$ cat src/pkg/otgc_consts.vh
// Constants for the OTG analog control register and its link port
// Overview of operation
// [RULE1] Read at 0Ah-0Ch; write, set, clear aliases
// [RULE2] Set ORs ones in, clear removes ones
// [RULE3] Bit 7 picks power-valid source, resets 0
// [RULE4] Select high: overcurrent pin is power-valid
// [RULE5] Bit 6 set drives power switch low
// [RULE6] Bit 4 charges bus supply, resets 0
// [RULE7] Link checks discharge and 2 ms SE0
// [RULE8] Bit 3 discharges; link clears after session-low
// [RULE9] Bit 2 minus-line pull-down, resets 1
// [RULE10] Bit 1 plus-line pull-down, resets 1
// [RULE11] Bit 0 attaches ID pull-up and sampler
// [RULE12] Bit 0 resets 0, sampler powered down
// [RULE13] Bit 5 reserved, writable, reads zero
`ifndef OTGC_CONSTS_VH
`define OTGC_CONSTS_VH

// ==========================================================
// Register addresses
`define OTGC_ADDR_WRITE       6'h0A
`define OTGC_ADDR_SET         6'h0B
`define OTGC_ADDR_CLEAR       6'h0C

// ==========================================================
// Field positions
`define OTGC_BIT_EXT_IND_SEL  7
`define OTGC_BIT_EXT_SUPPLY   6
`define OTGC_BIT_RESERVED     5
`define OTGC_BIT_CHARGE       4
`define OTGC_BIT_DISCHARGE    3
`define OTGC_BIT_MINUS_PD     2
`define OTGC_BIT_PLUS_PD      1
`define OTGC_BIT_ID_SAMPLER   0

// ==========================================================
// Reset value and read mask
`define OTGC_RESET_VALUE      8'h06
`define OTGC_READ_MASK        8'hDF

// ==========================================================
// Link command codes in data bits 7:6
`define OTGC_CMD_WRITE        2'h2
`define OTGC_CMD_READ         2'h3

// ==========================================================
// Link timing
`define OTGC_SYNC_STAGES      2

`endif

$ cat src/design/otgc_control.v
// OTG analog control register with its link register port
`timescale 1ns/1ns
`include "otgc_consts.vh"
module otgc_control (
    input  wire       clock,
    input  wire       sys_rst,
    input  wire       link_clock,
    input  wire [7:0] link_data_in,
    output reg  [7:0] link_data_out,
    output reg        link_data_oe_n,
    input  wire       link_stop,
    output reg        link_dir,
    output reg        link_next,
    input  wire       vbus_comparator_valid,
    input  wire       overcurrent_sense_in,
    input  wire       cable_id_in,
    output reg        bus_power_valid,
    output reg        power_switch_out_low,
    output reg        power_switch_oe_n,
    output reg        bus_supply_charge_on,
    output reg        bus_supply_discharge_on,
    output reg        minus_line_pulldown_on,
    output reg        plus_line_pulldown_on,
    output reg        cable_cable_id_sampler_enable_on,
    output reg        cable_id_sampler_on,
    output reg        cable_id_level
);
    // ==========================================================
    // Port state codes
    localparam [2:0] ST_IDLE     = 3'h0;
    localparam [2:0] ST_WR_DATA  = 3'h1;
    localparam [2:0] ST_WR_STOP  = 3'h2;
    localparam [2:0] ST_RD_TURN  = 3'h3;
    localparam [2:0] ST_RD_DATA  = 3'h4;
    localparam [2:0] ST_RD_BACK  = 3'h5;

    localparam SYNC_W = 13;

    // ==========================================================
    // Input synchronisation
    wire [SYNC_W-1:0] sync_bus;
    wire              lclk_s;
    wire [7:0]        data_s;
    wire              stop_s;
    wire              comp_s;
    wire              fault_s;
    wire              id_s;

    otgc_sync #(
        .WIDTH (SYNC_W)
    ) u_sync (
        .clock    (clock),
        .sys_rst  (sys_rst),
        .async_in ({link_clock, link_data_in, link_stop,
                    vbus_comparator_valid, overcurrent_sense_in,
                    cable_id_in}),
        .sync_out (sync_bus)
    );

    assign lclk_s  = sync_bus[12];
    assign data_s  = sync_bus[11:4];
    assign stop_s  = sync_bus[3];
    assign comp_s  = sync_bus[2];
    assign fault_s = sync_bus[1];
    assign id_s    = sync_bus[0];

    // ==========================================================
    // Link clock edge detection
    reg  lclk_prev;
    wire lclk_rise;
    wire lclk_fall;

    always @(posedge clock) begin
        if (sys_rst) begin
            lclk_prev <= 1'b0;
        end else begin
            lclk_prev <= lclk_s;
        end
    end

    assign lclk_rise = lclk_s & ~lclk_prev;
    assign lclk_fall = ~lclk_s & lclk_prev;

    // ==========================================================
    // Mid-period capture of link-driven lines
    reg [7:0] cap_data;
    reg       cap_stop;

    always @(posedge clock) begin
        if (sys_rst) begin
            cap_data <= 8'h00;
            cap_stop <= 1'b0;
        end else if (lclk_fall) begin
            cap_data <= data_s;
            cap_stop <= stop_s;
        end
    end

    // ==========================================================
    // Register port state machine
    reg [2:0] state;
    reg [2:0] next_state;
    reg [5:0] addr;
    reg [5:0] next_addr;
    reg [7:0] wr_byte;
    reg [7:0] next_wr_byte;
    reg       next_dir;
    reg       next_nxt;
    reg [7:0] next_dout;
    reg       next_oe_n;
    reg       commit;
    reg [7:0] ctrl;
    reg [7:0] next_ctrl;
    wire [7:0] ctrl_read;
    wire       alias_hit;

    // Reserved bit stored but read back as zero
    assign ctrl_read = ctrl & `OTGC_READ_MASK; // [RULE13]

    // ==========================================================
    // Alias decode, only the three control aliases answer
    assign alias_hit = (addr == `OTGC_ADDR_WRITE) ||
                       (addr == `OTGC_ADDR_SET) ||
                       (addr == `OTGC_ADDR_CLEAR);

    always @* begin
        next_state   = state;
        next_addr    = addr;
        next_wr_byte = wr_byte;
        next_dir     = link_dir;
        next_nxt     = link_next;
        next_dout    = link_data_out;
        next_oe_n    = link_data_oe_n;
        commit       = 1'b0;
        case (state)
            ST_IDLE: begin
                next_dir  = 1'b0;
                next_oe_n = 1'b1;
                next_nxt  = 1'b0;
                if (cap_data[7:6] == `OTGC_CMD_WRITE) begin
                    next_addr  = cap_data[5:0];
                    next_nxt   = 1'b1;
                    next_state = ST_WR_DATA;
                end else if (cap_data[7:6] == `OTGC_CMD_READ) begin
                    next_addr  = cap_data[5:0];
                    next_nxt   = 1'b1;
                    next_state = ST_RD_TURN;
                end
            end
            ST_WR_DATA: begin
                next_nxt   = 1'b1;
                next_state = ST_WR_STOP;
            end
            ST_WR_STOP: begin
                next_nxt = 1'b0;
                if (cap_stop) begin
                    commit     = 1'b1;
                    next_state = ST_IDLE;
                end else begin
                    next_wr_byte = cap_data;
                end
            end
            ST_RD_TURN: begin
                next_nxt   = 1'b0;
                next_dir   = 1'b1;
                next_state = ST_RD_DATA;
            end
            ST_RD_DATA: begin
                next_oe_n = 1'b0;
                if (alias_hit) begin
                    next_dout = ctrl_read; // [RULE1]
                end else begin
                    next_dout = 8'h00;
                end
                next_state = ST_RD_BACK;
            end
            ST_RD_BACK: begin
                next_oe_n  = 1'b1;
                next_dir   = 1'b0;
                next_dout  = 8'h00;
                next_state = ST_IDLE;
            end
            default: begin
                next_dir   = 1'b0;
                next_nxt   = 1'b0;
                next_oe_n  = 1'b1;
                next_state = ST_IDLE;
            end
        endcase
    end

    // ==========================================================
    // Write, set and clear aliases
    always @* begin
        next_ctrl = ctrl;
        if (commit) begin
            case (addr)
                `OTGC_ADDR_WRITE: begin
                    next_ctrl = wr_byte; // [RULE1]
                end
                `OTGC_ADDR_SET: begin
                    next_ctrl = ctrl | wr_byte; // [RULE2]
                end
                `OTGC_ADDR_CLEAR: begin
                    next_ctrl = ctrl & ~wr_byte; // [RULE2]
                end
                default: begin
                    next_ctrl = ctrl;
                end
            endcase
        end
    end

    // ==========================================================
    // Port and register flip-flops, advanced on link rising edges
    always @(posedge clock) begin
        if (sys_rst) begin
            state          <= ST_IDLE;
            addr           <= 6'h00;
            wr_byte        <= 8'h00;
            link_dir       <= 1'b0;
            link_next      <= 1'b0;
            link_data_out  <= 8'h00;
            link_data_oe_n <= 1'b1;
            // Bits 2 and 1 set, all others clear
            ctrl           <= `OTGC_RESET_VALUE; // [RULE9] [RULE10] [RULE12]
        end else if (lclk_rise) begin
            state          <= next_state;
            addr           <= next_addr;
            wr_byte        <= next_wr_byte;
            link_dir       <= next_dir;
            link_next      <= next_nxt;
            link_data_out  <= next_dout;
            link_data_oe_n <= next_oe_n;
            ctrl           <= next_ctrl;
        end
    end

    // ==========================================================
    // Power-valid source select
    always @(posedge clock) begin
        if (sys_rst) begin
            bus_power_valid <= 1'b0;
        end else if (ctrl[`OTGC_BIT_EXT_IND_SEL]) begin
            bus_power_valid <= fault_s; // [RULE4]
        end else begin
            bus_power_valid <= comp_s; // [RULE3]
        end
    end

    // ==========================================================
    // Open-drain power switch, pulled low only when bit set
    always @(posedge clock) begin
        if (sys_rst) begin
            power_switch_out_low <= 1'b0;
            power_switch_oe_n    <= 1'b1;
        end else begin
            power_switch_out_low <= 1'b0;
            power_switch_oe_n    <= ~ctrl[`OTGC_BIT_EXT_SUPPLY]; // [RULE5]
        end
    end

    // ==========================================================
    // Session request charge and discharge
    always @(posedge clock) begin
        if (sys_rst) begin
            bus_supply_charge_on    <= 1'b0;
            bus_supply_discharge_on <= 1'b0;
        end else begin
            bus_supply_charge_on    <= ctrl[`OTGC_BIT_CHARGE]; // [RULE6]
            bus_supply_discharge_on <= ctrl[`OTGC_BIT_DISCHARGE]; // [RULE8]
        end
    end

    // ==========================================================
    // Data line pull-downs, connected after reset
    always @(posedge clock) begin
        if (sys_rst) begin
            minus_line_pulldown_on <= 1'b1;
            plus_line_pulldown_on  <= 1'b1;
        end else begin
            minus_line_pulldown_on <= ctrl[`OTGC_BIT_MINUS_PD]; // [RULE9]
            plus_line_pulldown_on  <= ctrl[`OTGC_BIT_PLUS_PD]; // [RULE10]
        end
    end

    // ==========================================================
    // ID pull-up and sampler enables
    always @(posedge clock) begin
        if (sys_rst) begin
            cable_cable_id_sampler_enable_on  <= 1'b0;
            cable_id_sampler_on <= 1'b0;
        end else begin
            cable_cable_id_sampler_enable_on  <= ctrl[`OTGC_BIT_ID_SAMPLER]; // [RULE11]
            cable_id_sampler_on <= ctrl[`OTGC_BIT_ID_SAMPLER]; // [RULE12]
        end
    end

    // ==========================================================
    // ID level, held low while the sampler is powered down
    always @(posedge clock) begin
        if (sys_rst) begin
            cable_id_level <= 1'b0;
        end else if (ctrl[`OTGC_BIT_ID_SAMPLER]) begin
            cable_id_level <= id_s; // [RULE11]
        end else begin
            cable_id_level <= 1'b0; // [RULE12]
        end
    end
endmodule

$ cat src/design/otgc_sync.v
// Two-flop synchroniser for a group of asynchronous inputs
`timescale 1ns/1ns
module otgc_sync #(
    parameter WIDTH = 1
) (
    input  wire             clock,
    input  wire             sys_rst,
    input  wire [WIDTH-1:0] async_in,
    output wire [WIDTH-1:0] sync_out
);
    reg [WIDTH-1:0] stage_one;
    reg [WIDTH-1:0] stage_two;

    // ==========================================================
    // Per-bit flip-flop pairs
    genvar i;
    generate
        for (i = 0; i < WIDTH; i = i + 1) begin : g_bit
            always @(posedge clock) begin
                if (sys_rst) begin
                    stage_one[i] <= 1'b0;
                    stage_two[i] <= 1'b0;
                end else begin
                    stage_one[i] <= async_in[i];
                    stage_two[i] <= stage_one[i];
                end
            end
        end
    endgenerate

    assign sync_out = stage_two;
endmodule

$ cat config.mk
export PLATFORM = sky130hd
export DESIGN_NAME = otgc_control
export DESIGN_NICKNAME = d
export VERILOG_FILES = /design/src/design/otgc_control.v /design/src/design/otgc_sync.v
export VERILOG_INCLUDE_DIRS = /design/src /design/src/pkg
export SDC_FILE = /design/constraint.sdc
export NUM_CORES = 1
export LEC_CHECK = 0
export ABC_AREA = 0
export BUFFER_PORTS_ARGS = -buffer_cell sky130_fd_sc_hd__buf_2
export CORE_ASPECT_RATIO = 1.75
export CORE_MARGIN = 2
export CORE_UTILIZATION = 45
export CTS_CLUSTER_SIZE = 30
export DETAILED_ROUTE_END_ITERATION = 8
export MAX_ROUTING_LAYER = met4
export PLACE_DENSITY = 0.67
export SKIP_CTS_REPAIR_TIMING = 1
export SLEW_MARGIN = 20
export SYNTH_ARGS = -nofsm -noshare
export SYNTH_HDL_FRONTEND = slang
export SYNTH_SLANG_ARGS = --single-unit
$ cat constraint.sdc
create_clock -name clock -period 1.6 [get_ports clock]
set_input_delay 0.24 -clock clock [delete_from_list [all_inputs] [get_ports clock]]
set_output_delay 0.24 -clock clock [all_outputs]
set_load 0.01 [all_outputs]
==> metrics <==
Tot GR Track Use 0.1648; HPWL after detailed placement 3.285 mm; Layout area overhead 24.44%; CP Cell Sequence or3b_4 -> buf_6 -> a2111o_1 -> o21ai_1 -> a22o_1; Netlist cell types 41; Port Buf Inserts 33; fin. max-slew vios 0; combinational power share 0.027; Pwr Total 3.816 mW; status complete, but fails checks; chip width 62.20 um; Sw Share 0.1950; Power Density 1150 mW/mm^2; Critical Path Sink Type register; failing checks setup timing; crit path buf inv count 1; worst-skew pair later-pin latency 350 ps; VDD IR max 0.8139 mV; layout cells sized above 1 0.2696; TritonCTS clock tree yes; via count 1936; most frequent cells in the layout dfxtp_1 (76), buf_2 (33), nor2b_1 (32), nor2_1 (26), buf_4 (23); Worst Hold Class in -> reg; # setup viols final 7; vias in the first global route 1791; Ys Warns 0; switching pwr 744.1 uW; Initial Util 0.4610; Nets 329; Critical Path RT 1900 ps; RSZ-0062 raised after global routing yes; clk_skew 6.818 ps; Max Buffers Root-to-Sink 2; most common cell after layout, fill and taps aside dfxtp_1; Arrival @ worst endpoint 2070 ps; Synth async-reset ratio 0; Pint 3.072 mW; drt drc 0; first-pass detailed-route iteration total 4; I/O pin count 36; Yosys reg bits 77; CP Class reg -> reg; post-route ant nets 0; period utilization 1.106; Crit-path slowest cell a2111o_1; dpl ws -172.8 ps; fin worst setup slack -169.7 ps; WL/cell 11.99 um; fmax 565.1 MHz; Final min period 1770 ps; global-route wire length before repair 8.155 mm; n_diodes 0; CORE AREA 0.005787 mm^2; final WL 4.761 mm; Reg power frac 0.513; LEAKAGE 1.401 nW; FF-to-FF setup slack -170 ps; DR vias/cell 4.877; clock slew at reported path FFs 80 ps; Largest delay share family, worst path compound AO/OA/AOI/OAI gates; Post-synth EDFFs 0; DIE AREA 0.006584 mm^2; Worst path max stage delay 520 ps; Sink Count 77; startpoint types register; CTS root buf clkbuf_8; GP Congestion 0.7739; power share of the clock group 0.460; post-synthesis cell area 0.002668 mm^2; post-synthesis cell count 261; chip height 105.9 um; worst-path fanout max 7; H-tree Lvls 3; pin count of the biggest net entering global routing 35; Initial DRC Count 80; Hold Vio Cnt, Final 0; Rows 37; global route overflow 0; initial antenna violation count 0; Mapped Avg Cell Area 10.22 um^2; Top FF cell, synth dfxtp_1; max cap viols 0; CTS Buf Count 9; total of fill cells in the finished design 532; Seq/Total Area, Yosys 0.5779
layout make-up:
cell class	count	area, um^2	share of cell area
inverters	4	15.01	0.004523
well taps	78	97.59	0.02940
repair buffers	58	369.1	0.1112
multi-input cells	164	1047	0.3155
clock inverters	6	110.1	0.03317
clock buffers	10	137.6	0.04146
flip-flops and latches	77	1543	0.4648
cells in the mapped netlist (3+ instances only):
master     n  area share
dfxtp_1   77        0.58
nor2b_1   32       0.075
nor2_1    26       0.037
nand2_1   22       0.031
a21oi_1   14       0.026
mux2i_1   14       0.053
clkbuf_1  11       0.015
a22oi_1    7       0.020
o21ai_0    5      0.0094
inv_1      4      0.0056
o21ai_1    4      0.0075
a22o_1     3      0.0099
buf_4      3      0.0084
nand2b_1   3      0.0070
nand3_1    3      0.0056
metrics by stage:
| stage | setup TNS (ps) | instances | hold slack [ps] | cell area (um^2) | utilization |
|---|---|---|---|---|---|
| after floorplan | -492.5 | 262 | 368.2 | 2671 | - |
| after global placement | -634.9 | 381 | 387.3 | 3052 | 0.5274 |
| after detailed placement | -891.5 | 381 | 398.2 | 3052 | 0.5274 |
| after CTS | -1127 | 397 | 80.47 | 3299 | 0.5702 |
| after global routing | -2004 | 397 | 94.94 | 3319 | 0.5736 |
| final | -1061 | 397 | 94.88 | 3319 | 0.5736 |
per-layer routing:
layer	up-vias	GRT usage	routed length [um]
li1	984	-	-
met1	903	0.1693	1985
met2	40	0.2834	2496
met3	9	0.03842	158
met4	0	0.1000	121
met5	-	-	0
cells by family after synthesis:
| group | Yosys count | share of synthesized area |
|---|---|---|
| buffers and inverters | 21 | 0.03658 |
| other | 1 | 0.001406 |
| DFF | 77 | 0.5779 |
| muxes | 14 | 0.05253 |
| and+or+nand+nor | 100 | 0.2022 |
| AOI/OAI and AO/OA | 48 | 0.1295 |
worst register-to-register path, delay by kind of cell, from the launching register on:
kind	cells	cell delay (ps)
flops	1	320
buf+inv	1	130
simple gates	1	420
compound gates	3	840
state kept, by name, indices dropped and copies added (netlist names), 3 cells and up:
signal            flops
addr                  6
cap_data              8
ctrl                  7
link_data_out         7
state                 3
u_sync.stage_one     13
u_sync.sync_out      13
wr_byte               7
power by group through the flow:
stage,Sequential (mW),Clock (mW),Combinational [mW]
after global placement,2.00,0,0.103
after CTS,1.96,1.80,0.105
after floorplan,2.00,0,0.0655
after global routing,1.96,1.88,0.118
final,1.96,1.75,0.104
after detailed placement,2.00,0,0.104
worst paths after layout:
check / startpoint / end / cells after the start
worst min-delay path: link_data_in[0] / u_sync.stage_one[4]$_SDFF_PP0_ / 2
worst max-delay path: addr[0]$_SDFFE_PP0P_ / ctrl[3]$_SDFFE_PP0P_ / 5
worst max register to register: addr[0]$_SDFFE_PP0P_ / ctrl[3]$_SDFFE_PP0P_ / 5
worst min register to register: ctrl[6]$_SDFFE_PP0P_ / power_switch_oe_n$_SDFF_PP1_ / 1
Note: power is estimated with default switching activity, not from simulation.
